<file path="config.mk">
export PLATFORM = sky130hd
export DESIGN_NAME = cmp_ctrl
export DESIGN_NICKNAME = d
export VERILOG_FILES = /design/src/pkg/cmp_ctrl_pkg.sv /design/src/pkg/sync_lane_if.sv /design/src/rtl/cmp_ctrl.sv /design/src/rtl/lane_sync.sv
export SDC_FILE = /design/constraint.sdc
export NUM_CORES = 1
export LEC_CHECK = 0
export BUFFER_PORTS_ARGS = -buffer_cell sky130_fd_sc_hd__buf_2
export CAP_MARGIN = 10
export CORE_ASPECT_RATIO = 1.5
export CORE_MARGIN = 2
export CORE_UTILIZATION = 37
export DETAILED_ROUTE_END_ITERATION = 8
export GPL_TIMING_DRIVEN = 0
export PLACE_DENSITY = 0.78
export SYNTH_ARGS = -nofsm -noshare
export SYNTH_HDL_FRONTEND = slang
export SYNTH_SLANG_ARGS = --single-unit
</file>
<file path="constraint.sdc">
create_clock -name clk_i -period 1.5 [get_ports clk_i]
set_clock_uncertainty 0.2 [all_clocks]
set_input_delay 0 -clock clk_i [delete_from_list [all_inputs] [get_ports clk_i]]
set_output_delay 0 -clock clk_i [all_outputs]
set_load 0.03 [all_outputs]
</file>
<file path="src/pkg/cmp_ctrl_pkg.sv">
// Functional notes
// - result high when positive input exceeds negative
// - mux enable, converter off: channel drives negative
// - otherwise dedicated negative pin drives comparator
// - bandgap select swaps positive pin for reference
// - result synchronized, one to two cycles late
// - comparator off bit powers comparator down
// - mode 00 toggle, 01 reserved, 10 fall, 11 rise
// - selected event sets flag regardless of enable
// - request while flag, enable and global enable
// - vector acknowledge clears the event flag
// - writing one clears flag, zero keeps it
// - capture route feeds result to timer capture
// - buffer off bit blanks pin read value
// - reserved pin register bits read zero
// - converter enable input is converter's enable bit
package cmp_ctrl_pkg;

	// ------------------------------------------------------------------
	// bus geometry and register map
	// ------------------------------------------------------------------
	localparam int unsigned DATA_W = 32;
	localparam int unsigned ADDR_W = 4;
	localparam int unsigned SEL_W  = 4;
	localparam int unsigned REG_W  = 8;

	localparam logic [ADDR_W-1:0] OFS_CONV_CS_B  = 4'h0;
	localparam logic [ADDR_W-1:0] OFS_CMP_CS     = 4'h4;
	localparam logic [ADDR_W-1:0] OFS_PIN_OFF    = 4'h8;

	localparam logic [REG_W-1:0]  RST_CONV_CS_B  = 8'h00;
	localparam logic [REG_W-1:0]  RST_CMP_CS     = 8'h00;
	localparam logic [REG_W-1:0]  RST_PIN_OFF    = 8'h00;

	// ------------------------------------------------------------------
	// field positions
	// ------------------------------------------------------------------
	localparam int unsigned NEG_MUX_EN_BIT = 6;
	localparam int unsigned TRIG_SRC_LSB   = 0;
	localparam int unsigned TRIG_SRC_W     = 3;

	localparam int unsigned CMP_OFF_BIT    = 7;
	localparam int unsigned BANDGAP_BIT    = 6;
	localparam int unsigned RESULT_BIT     = 5;
	localparam int unsigned FLAG_BIT       = 4;
	localparam int unsigned IRQ_EN_BIT     = 3;
	localparam int unsigned CAPTURE_BIT    = 2;
	localparam int unsigned MODE_LSB       = 0;
	localparam int unsigned MODE_W         = 2;

	localparam int unsigned NEG_BUF_BIT    = 1;
	localparam int unsigned POS_BUF_BIT    = 0;
	localparam int unsigned PIN_OFF_W      = 2;

	localparam int unsigned CHAN_W         = 3;

	// ------------------------------------------------------------------
	// synchronizer lanes
	// ------------------------------------------------------------------
	localparam int unsigned SYNC_W       = 3;
	localparam int unsigned LANE_RESULT  = 0;
	localparam int unsigned LANE_POS_PIN = 1;
	localparam int unsigned LANE_NEG_PIN = 2;

	typedef enum logic [1:0] {
		MODE_TOGGLE   = 2'b00,
		MODE_RESERVED = 2'b01,
		MODE_FALL     = 2'b10,
		MODE_RISE     = 2'b11
	} event_mode_t;

endpackage

</file>
<file path="src/pkg/sync_lane_if.sv">
`timescale 1ns/100ps
`default_nettype none
interface sync_lane_if #(parameter int unsigned W = 1);
	logic [W-1:0] raw;
	logic [W-1:0] level;
	logic [W-1:0] rise;
	logic [W-1:0] fall;

	modport sync (input raw, output level, output rise, output fall);
	modport user (output raw, input level, input rise, input fall);
endinterface
`default_nettype wire

</file>
<file path="src/rtl/cmp_ctrl.sv">
`timescale 1ns/100ps
`default_nettype none
module cmp_ctrl (
	input  wire logic                                    clk_i,
	input  wire logic                                    rst_i,
	// wishbone classic slave
	input  wire logic                                    cyc_i,
	input  wire logic                                    stb_i,
	input  wire logic                                    we_i,
	input  wire logic [cmp_ctrl_pkg::ADDR_W-1:0]         adr_i,
	input  wire logic [cmp_ctrl_pkg::SEL_W-1:0]          sel_i,
	input  wire logic [cmp_ctrl_pkg::DATA_W-1:0]         dat_i,
	output logic [cmp_ctrl_pkg::DATA_W-1:0]              dat_o,
	output logic                                         ack_o,
	// analog comparator and pins
	input  wire logic                                    cmp_raw_i,
	input  wire logic                                    pos_pin_i,
	input  wire logic                                    neg_pin_i,
	output logic                                         comparator_off_o,
	output logic                                         pos_from_bandgap_o,
	output logic                                         neg_from_channel_o,
	output logic [cmp_ctrl_pkg::CHAN_W-1:0]              neg_channel_o,
	output logic                                         pos_pin_buffer_off_o,
	output logic                                         neg_pin_buffer_off_o,
	output logic                                         pos_pin_read_o,
	output logic                                         neg_pin_read_o,
	// converter block
	input  wire logic                                    converter_enable_i,
	input  wire logic [cmp_ctrl_pkg::CHAN_W-1:0]         channel_select_i,
	output logic [cmp_ctrl_pkg::TRIG_SRC_W-1:0]          auto_trigger_source_o,
	// processor and timer
	input  wire logic                                    global_irq_enable_i,
	input  wire logic                                    irq_ack_i,
	output logic                                         irq_o,
	output logic                                         capture_input_o
);
	import cmp_ctrl_pkg::*;

	// ------------------------------------------------------------------
	// bus slave
	// ------------------------------------------------------------------
	logic                    ack_q;
	logic [DATA_W-1:0]       rdata_q;
	logic                    req;
	logic                    wr_commit;
	logic                    wr_cs;

	logic                    neg_mux_enable_q;
	logic [TRIG_SRC_W-1:0]   trig_src_q;
	logic                    comparator_off_q;
	logic                    bandgap_select_q;
	logic                    compare_event_flag_q;
	logic                    compare_irq_enable_q;
	logic                    capture_route_enable_q;
	event_mode_t             event_mode_q;
	logic [PIN_OFF_W-1:0]    pin_buffer_off_q;
	logic                    comparison_result;
	logic                    event_hit;
	logic                    pos_read_q;
	logic                    neg_read_q;
	logic [REG_W-1:0]        rd_byte;

	sync_lane_if #(.W(SYNC_W)) lanes ();

	assign req       = cyc_i & stb_i;
	// write lands on the edge where the master sees ack
	assign wr_commit = req & we_i & ack_q & sel_i[0];
	assign wr_cs     = wr_commit & (adr_i == OFS_CMP_CS);

	always_ff @(posedge clk_i)
	begin
		if (rst_i)
			ack_q <= 1'b0;
		else
			ack_q <= req & ~ack_q;
	end

	assign ack_o = ack_q;

	always_comb
	begin
		case (adr_i)
			OFS_CONV_CS_B:
				rd_byte = {1'b0, neg_mux_enable_q, 3'h0, trig_src_q};
			OFS_CMP_CS:
				rd_byte = {comparator_off_q, bandgap_select_q, comparison_result,
					compare_event_flag_q, compare_irq_enable_q, capture_route_enable_q,
					event_mode_q};
			OFS_PIN_OFF:
				rd_byte = {6'h00, pin_buffer_off_q};
			default:
				rd_byte = 8'h00;
		endcase
	end

	always_ff @(posedge clk_i)
	begin
		if (rst_i)
			rdata_q <= '0;
		else
			rdata_q <= {{(DATA_W-REG_W){1'b0}}, rd_byte};
	end

	assign dat_o = rdata_q;

	// ------------------------------------------------------------------
	// control registers
	// ------------------------------------------------------------------
	always_ff @(posedge clk_i)
	begin
		if (rst_i)
		begin
			neg_mux_enable_q <= RST_CONV_CS_B[NEG_MUX_EN_BIT];
			trig_src_q       <= RST_CONV_CS_B[TRIG_SRC_LSB +: TRIG_SRC_W];
		end
		else if (wr_commit && adr_i == OFS_CONV_CS_B)
		begin
			neg_mux_enable_q <= dat_i[NEG_MUX_EN_BIT];
			trig_src_q       <= dat_i[TRIG_SRC_LSB +: TRIG_SRC_W];
		end
	end

	always_ff @(posedge clk_i)
	begin
		if (rst_i)
		begin
			comparator_off_q       <= RST_CMP_CS[CMP_OFF_BIT];
			bandgap_select_q       <= RST_CMP_CS[BANDGAP_BIT];
			compare_irq_enable_q   <= RST_CMP_CS[IRQ_EN_BIT];
			capture_route_enable_q <= RST_CMP_CS[CAPTURE_BIT];
			event_mode_q           <= event_mode_t'(RST_CMP_CS[MODE_LSB +: MODE_W]);
		end
		else if (wr_cs)
		begin
			comparator_off_q       <= dat_i[CMP_OFF_BIT];
			bandgap_select_q       <= dat_i[BANDGAP_BIT];
			compare_irq_enable_q   <= dat_i[IRQ_EN_BIT];
			capture_route_enable_q <= dat_i[CAPTURE_BIT];
			event_mode_q           <= event_mode_t'(dat_i[MODE_LSB +: MODE_W]);
		end
	end

	always_ff @(posedge clk_i)
	begin
		if (rst_i)
			pin_buffer_off_q <= RST_PIN_OFF[0 +: PIN_OFF_W];
		else if (wr_commit && adr_i == OFS_PIN_OFF)
			pin_buffer_off_q <= dat_i[0 +: PIN_OFF_W];
	end

	assign auto_trigger_source_o = trig_src_q;

	// ------------------------------------------------------------------
	// input selection for the analog comparator
	// ------------------------------------------------------------------
	assign comparator_off_o     = comparator_off_q;
	assign pos_from_bandgap_o   = bandgap_select_q;
	assign neg_from_channel_o   = neg_mux_enable_q & ~converter_enable_i;
	assign neg_channel_o        = neg_from_channel_o ? channel_select_i : '0;
	assign pos_pin_buffer_off_o = pin_buffer_off_q[POS_BUF_BIT];
	assign neg_pin_buffer_off_o = pin_buffer_off_q[NEG_BUF_BIT];

	// ------------------------------------------------------------------
	// synchronizers and result
	// ------------------------------------------------------------------
	// raw inputs meet nothing but the synchronizer flops
	assign lanes.raw = {neg_pin_i, pos_pin_i, cmp_raw_i};

	lane_sync #(.W(SYNC_W)) u_sync (
		.clk_i (clk_i),
		.rst_i (rst_i),
		.lanes (lanes.sync)
	);

	assign comparison_result = lanes.level[LANE_RESULT];

	always_ff @(posedge clk_i)
	begin
		if (rst_i)
		begin
			pos_read_q <= 1'b0;
			neg_read_q <= 1'b0;
		end
		else
		begin
			pos_read_q <= lanes.level[LANE_POS_PIN] & ~pin_buffer_off_q[POS_BUF_BIT];
			neg_read_q <= lanes.level[LANE_NEG_PIN] & ~pin_buffer_off_q[NEG_BUF_BIT];
		end
	end

	assign pos_pin_read_o = pos_read_q;
	assign neg_pin_read_o = neg_read_q;

	// ------------------------------------------------------------------
	// event detection and flag
	// ------------------------------------------------------------------
	always_comb
	begin
		case (event_mode_q)
			MODE_TOGGLE:
				event_hit = lanes.rise[LANE_RESULT] | lanes.fall[LANE_RESULT];
			MODE_FALL:
				event_hit = lanes.fall[LANE_RESULT];
			MODE_RISE:
				event_hit = lanes.rise[LANE_RESULT];
			default:
				event_hit = 1'b0;
		endcase
	end

	// set wins over either clear
	always_ff @(posedge clk_i)
	begin
		if (rst_i)
			compare_event_flag_q <= RST_CMP_CS[FLAG_BIT];
		else if (event_hit)
			compare_event_flag_q <= 1'b1;
		else if (irq_ack_i)
			compare_event_flag_q <= 1'b0;
		else if (wr_cs && dat_i[FLAG_BIT])
			compare_event_flag_q <= 1'b0;
	end

	assign irq_o = compare_event_flag_q & compare_irq_enable_q & global_irq_enable_i;

	// no connection to capture logic unless routed
	assign capture_input_o = capture_route_enable_q & comparison_result;
endmodule
`default_nettype wire

</file>
<file path="src/rtl/lane_sync.sv">
`timescale 1ns/100ps
`default_nettype none
module lane_sync #(
	parameter int unsigned W = 1
) (
	input  wire logic      clk_i,
	input  wire logic      rst_i,
	sync_lane_if.sync      lanes
);

	// ------------------------------------------------------------------
	// two-stage synchronizer plus history stage
	// ------------------------------------------------------------------
	logic [W-1:0] meta_q;
	logic [W-1:0] stable_q;
	logic [W-1:0] prev_q;

	always_ff @(posedge clk_i)
	begin
		if (rst_i)
		begin
			meta_q   <= '0;
			stable_q <= '0;
			prev_q   <= '0;
		end
		else
		begin
			meta_q   <= lanes.raw;
			stable_q <= meta_q;
			prev_q   <= stable_q;
		end
	end

	// edges against value one clock earlier
	assign lanes.level = stable_q;
	assign lanes.rise  = stable_q & ~prev_q;
	assign lanes.fall  = ~stable_q & prev_q;

endmodule
`default_nettype wire

</file>
==> flow_metrics.env, run 1 <==
export IMPL_drt_iter0_drc=52
export IMPL_dieArea_um2=4490
export IMPL_grt_use_total_pct=14.9
export IMPL_layout_commonest_cell="buf_2"
export IMPL_max_cap_violations=0
export IMPL_ff2ff_setup_slack_ns=0.09
export IMPL_io_buffers=48
export IMPL_ys_ff_latch=31
export IMPL_cp_start_kind="input port"
export IMPL_core_um2=3890
export IMPL_criticalPathCategory="input port to register"
export IMPL_postCtsSetupBuffers=0
export IMPL_reg2reg_from="u_sync.lanes.level[0]"
export IMPL_hp_start="adr_i[2]"
export IMPL_crit_arrival_ns=1.47
export IMPL_grt_pass1_vias=1212
export IMPL_clk_pin_slew_ns=0.06
export IMPL_hold_path_end="auto_trigger_source_o[1]"
export IMPL_seq_area_frac_synth_pct=42.3
export IMPL_finalCritPeriodShare_pct=98.1
export IMPL_cts_root_buf="clkbuf_8"
export IMPL_cp_required_ns=1.49
export IMPL_vias_per_cell=4.55
export IMPL_hold_depth=3
export IMPL_grt_antenna_before_repair=0
export IMPL_floorplan_initialDensity_pct=37.7
export IMPL_antenna_left=0
export IMPL_syn_avg_cell_area_um2=9.78
export IMPL_slowest_delay_ns=0.57
export IMPL_htreeDepth=2
export IMPL_yosys_warnings=0
export IMPL_hold_ws_ns=-0.146
export IMPL_cp_slowest_cell="dlygate4sd3_1"
export IMPL_numCtsBuffers=5
export IMPL_r2r_end="compare_event_flag_q"
export IMPL_grt_max_degree=11
export IMPL_first_pass_iters=4
export IMPL_p_leak_nw=1.08
export IMPL_p_total_mw=1.76
export IMPL_drv_slew=0
export IMPL_dp_hpwl_um=2410
export IMPL_final_cell_mix="49 x buf_2, 29 x dfxtp_1, 24 x buf_4, 24 x conb_1, 20 x dlygate4sd3_1"
export IMPL_clkSinkCount=31
export IMPL_cts_buffer_depth=2
export IMPL_fp_dieH_um=81.1
export IMPL_grt_pass1_wl_um=5160
export IMPL_num_rows=28
export IMPL_wl_per_cell_um=11.7
export IMPL_drc=0
export IMPL_synthesis_area_um2=1470
export IMPL_worstPathMaxFanout=5
export IMPL_nets=304
export IMPL_clk_insertion_delay_late_ns=0.28
export IMPL_die_width_um=55.4
export IMPL_violations="hold timing"
export IMPL_antenna_cells=0
export IMPL_synthTopCellsByArea="dfxtp_1 42%, buf_4 12%, mux2i_1 8.2%, nand2b_1 5.5%, nor2b_1 3.8%"
export IMPL_hold_viol=14
export IMPL_drive_gt1_share_pct=36.5
export IMPL_num_io_pins=102
export IMPL_fin_util_pct=56.0
export IMPL_path_cells="dlygate4sd3_1, buf_2, nand2_1, dlygate4sd3_1, nor3_1"
export IMPL_r2r_cells=5
export IMPL_dpl_cell_area_um2=1860
export IMPL_synth_top_area_share_pct=42.3
export IMPL_min_period_ns=1.47
export IMPL_crit_path_frequent_cell="dlygate4sd3_1"
export IMPL_syn_instance_count=150
export IMPL_overflow=0
export IMPL_max_slew_worst_pin_slew_ns=0.522
export IMPL_irDropWorstVdd_mv=0.565
export IMPL_p_per_area_nw_per_um2=807
export IMPL_synth_largest_area_cell="dfxtp_1"
export IMPL_yosysUniqueCellTypes=34
export IMPL_place_congestion=0.770
export IMPL_final_cells=294
export IMPL_fmax_mhz=679
export IMPL_status="finished with violations"
export IMPL_worstSetupEndpointType="register"
export IMPL_wl_um=3430
export IMPL_cts_tree="yes"
export IMPL_slew_headroom_pct=64.9
export IMPL_worstHoldPathType="input port to register"
export IMPL_num_vias=1338
export IMPL_dp_cells=266
export IMPL_stdcell_area_um2=2180
export IMPL_finalSetupViolations=0
export IMPL_syn_to_final_growth_pct=48.4
[cell usage after synthesis]
cell type / number
nand4b_1: 1
or4_1: 1
inv_1: 5
and4bb_2: 1
a211o_1: 1
a21oi_1: 4
dfxtp_1: 31
nor3_2: 1
nand2b_1: 13
a2bb2oi_1: 2
a41o_1: 1
mux2i_1: 12
and4b_1: 1
and3_1: 5
buf_6: 1
a31oi_1: 1
buf_4: 24
nor2b_1: 9
nor2_1: 3
or4b_4: 1
o31ai_1: 4
nand4_1: 5
clkbuf_1: 3
nand2_1: 1
nand4bb_1: 1
nor3_1: 2
buf_2: 1
nand3_1: 2
nor4bb_1: 1
nor4_1: 3
ha_1: 2
conb_1: 1
and2_1: 4
nor3b_1: 2
[per-stage QoR]
stage,TNS (ns),setup slack [ns]
6_report,0,0.0282
3_3_place_gp,-0.0101,-0.0101
5_1_grt,-0.0485,-0.0485
4_1_cts,0,0.0203
2_1_floorplan,0,0.0580
3_5_place_dp,-0.0294,-0.0294
[kinds of logic (layout without fill, tap and decap cells)]
family                   after synthesis  after routing  share of synthesized area [%]
flip-flops                            31             31                           42.3
buffers and inverters                 34            110                           15.4
AND/OR/NAND/NOR                       57             57                           25.8
multiplexers                          12             12                           8.19
other                                  1             24                          0.256
AO/OA/AOI/OAI                         13             13                           6.31
adder cells (fa/ha/maj)                2              2                           1.71
[power by group]
part / total [mW] / switching (mW) / internal, mW
Clock: 0.617 / 0.300 / 0.316
Combinational: 0.298 / 0.162 / 0.136
Sequential: 0.842 / 0.00587 / 0.836
[registers in the layout, indices dropped and copies added (netlist names), 2 cells and up]
name,cells
auto_trigger_source_o,3
event_mode_q,2
dat_o,8
u_sync.lanes.level,3
pin_buffer_off_q,2
u_sync.meta_q,3
[final cells by class]
| type | instances | area, µm² |
|---|---|---|
| multi-input combinational | 108 | 746 |
| timing repair buffer | 68 | 440 |
| tap | 45 | 56.3 |
| sequential | 31 | 623 |
| clock buffer | 5 | 68.8 |
| buffer | 29 | 208 |
| fill | 339 | 1710 |
| inverter | 5 | 18.8 |
| clock inverter | 3 | 15.0 |
[critical path: cells and delay by family]
family	cells	cell delay [ns]
and+or+nand+nor	2	0.21
buffers and inverters	3	1.25
[worst max path at each step]
stage,from,to,depth (start not counted)
after floorplan,neg_mux_enable_q,neg_channel_o[0],2
after global placement,u_sync.lanes.level[0],compare_event_flag_q,5
after detailed placement,u_sync.lanes.level[0],compare_event_flag_q,5
after CTS,u_sync.lanes.level[0],compare_event_flag_q,5
after global routing,stb_i,ack_o,5
final,stb_i,ack_o,5
[metal layers]
metal / GRT usage [%] / routed length, µm
met5: 0 / 0
met4: 10.2 / 91
met3: 4.30 / 272
met1: 12.6 / 1190
met2: 29.5 / 1870
[timing repair]
item	CTS	global route
pin swaps	1	2
gates resized for setup	1	4
gates cloned	0	0
endpoints found under the setup margin	1	6
hold buffers	16	4
endpoints found under the hold margin	25	11
No activity file was read; power rests on OpenSTA's default activity.
==> run 2, diff against run 1 <==
Settings changed: CELL_PAD_IN_SITES_DETAIL_PLACEMENT set to 1, CELL_PAD_IN_SITES_GLOBAL_PLACEMENT set to 1, CORE_UTILIZATION 37 to 26.
==> flow_metrics.env, run 2 (synthesized netlist as in run 1, its figures left out) <==
export IMPL_status="finished with violations"
export IMPL_violations="hold timing"
export IMPL_cp_start_kind="input port"
export IMPL_slew_headroom_pct=65.0
export IMPL_numCtsBuffers=5
export IMPL_hold_viol=9
export IMPL_dieArea_um2=6270
export IMPL_hold_ws_ns=-0.0335
export IMPL_dpl_cell_area_um2=1890
export IMPL_rsz0062_at_grt="true"
export IMPL_grt_pass1_vias=1351
export IMPL_final_cell_mix="49 x buf_2, 29 x buf_4, 29 x dfxtp_1"
export IMPL_reg2reg_from="ack_o"
export IMPL_fillers=669
export IMPL_dp_hpwl_um=2910
export IMPL_max_slew_worst_pin_slew_ns=0.525
export IMPL_nets=311
export IMPL_cellInternalPower_mw=1.29
export IMPL_hold_depth=3
export IMPL_preCtsSetupSlack_ns=-0.0701
export IMPL_seqPwrFrac_pct=48.2
export IMPL_regArea_um2=623
export IMPL_floorplan_initialDensity_pct=26.9
export IMPL_ff2ff_setup_slack_ns=0.05
export IMPL_worstPathMaxFanout=5
export IMPL_layout_commonest_cell="buf_2"
export IMPL_p_per_area_nw_per_um2=770
export IMPL_stdcell_area_um2=2270
export IMPL_p_leak_nw=1.12
export IMPL_grt_max_degree=11
export IMPL_num_vias=1387
export IMPL_max_cap_violations=0
export IMPL_clock_power_share_pct=33.8
export IMPL_place_congestion=0.713
export IMPL_irDropWorstVdd_mv=0.386
export IMPL_criticalPathCategory="input port to register"
export IMPL_swShare_pct=26.1
export IMPL_first_pass_iters=4
export IMPL_fp_dieH_um=96.0
export IMPL_core_um2=5450
export IMPL_overflow=0
export IMPL_grt_use_total_pct=13.1
export IMPL_r2r_end="neg_mux_enable_q"
export IMPL_clk_insertion_delay_late_ns=0.27
export IMPL_combPwrFrac_pct=18.0
export IMPL_drive_gt1_share_pct=38.2
export IMPL_htreeDepth=2
export IMPL_fmax_mhz=685
export IMPL_cts_buffer_depth=2
export IMPL_finalSetupViolations=0
export IMPL_clk_pin_slew_ns=0.06
export IMPL_wl_um=4150
export IMPL_drv_slew=0
export IMPL_p_sw_mw=0.456
export IMPL_antenna_cells=0
export IMPL_antenna_left=0
export IMPL_tns_ns=0
export IMPL_r2r_cells=4
export IMPL_grt_antenna_before_repair=0
export IMPL_finalCritPeriodShare_pct=97.3
export IMPL_hp_start="adr_i[3]"
export IMPL_syn_to_final_growth_pct=54.5
export IMPL_cp_required_ns=1.50
export IMPL_worstSetupEndpointType="register"
export IMPL_min_period_ns=1.46
export IMPL_setup_slack_ns=0.0400
export IMPL_num_io_pins=102
export IMPL_wl_per_cell_um=12.8
export IMPL_worstHoldPathType="input port to register"
export IMPL_cts_root_buf="clkbuf_8"
export IMPL_io_buffers=48
export IMPL_die_width_um=65.3
export IMPL_p_total_mw=1.75
export IMPL_crit_arrival_ns=1.46
export IMPL_drc=0
export IMPL_num_rows=33
export IMPL_drt_iter0_drc=53
export IMPL_multi_input_area_um2=756
export IMPL_grt_pass1_wl_um=6210
export IMPL_largest_reg_flops=8
export IMPL_hold_path_end="dat_o[5]"
export IMPL_cts_tree="yes"
export IMPL_clkSinkCount=31
export IMPL_vias_per_cell=4.28
run 2: worst max path at each step:
| stage | start | to | slack (ns) | cells past startpoint |
|---|---|---|---|---|
| CTS | u_sync.lanes.level[0] | compare_event_flag_q | 0.005 | 5 |
| global route | adr_i[0] | pin_buffer_off_q[0] | -0.02 | 5 |
| finish | adr_i[0] | pin_buffer_off_q[0] | 0.04 | 5 |
| floorplan | neg_mux_enable_q | neg_channel_o[0] | 0.06 | 2 |
| global placement | u_sync.lanes.level[0] | compare_event_flag_q | -0.04 | 5 |
| detailed placement | u_sync.lanes.level[0] | compare_event_flag_q | -0.07 | 5 |
run 2: what timing repair did:
action	in CTS	in global routing
gates resized for setup	1	10
endpoints found under the setup margin	1	16
hold endpoints to repair	25	8
setup buffers	1	4
pin swaps	1	4
hold buffers	21	1
run 2: critical path, stage by stage:
cell and delay [ns]:
buf_2 0.13, dlygate4sd3_1 0.67, nor4bb_2 0.37, nand4_1 0.13
a21oi_1 0.16
run 2: stage by stage:
step                instances  util (%)
global placement          291      34.6
floorplan                 173         -
detailed placement        291      34.6
global route              324      41.6
CTS                       319      40.0
finish                    324      41.6
run 2: power by group through the flow:
stage	Sequential, mW	Clock, mW	Combinational (mW)
2_1_floorplan	0.864	0	0.184
4_1_cts	0.841	0.613	0.295
5_1_grt	0.843	0.652	0.337
3_3_place_gp	0.859	0	0.248
6_report	0.842	0.590	0.313
3_5_place_dp	0.860	0	0.250
run 2: cell type report:
cell class	instances	area share, %
plain buffers	29	9.17
clock buffers	6	3.20
inverters	5	0.828
multi-input cells	108	33.4
flip-flops and latches	31	27.5
well taps	70	3.87
repair buffers	75	22.1
run 2: routing by layer:
metal	GRT usage (%)	share of wire, %	vias up
met5	0	0	-
met4	5.73	1.6	0
met3	3.74	6.6	8
met2	25.3	55	52
met1	12.8	36	647
li1	-	-	680
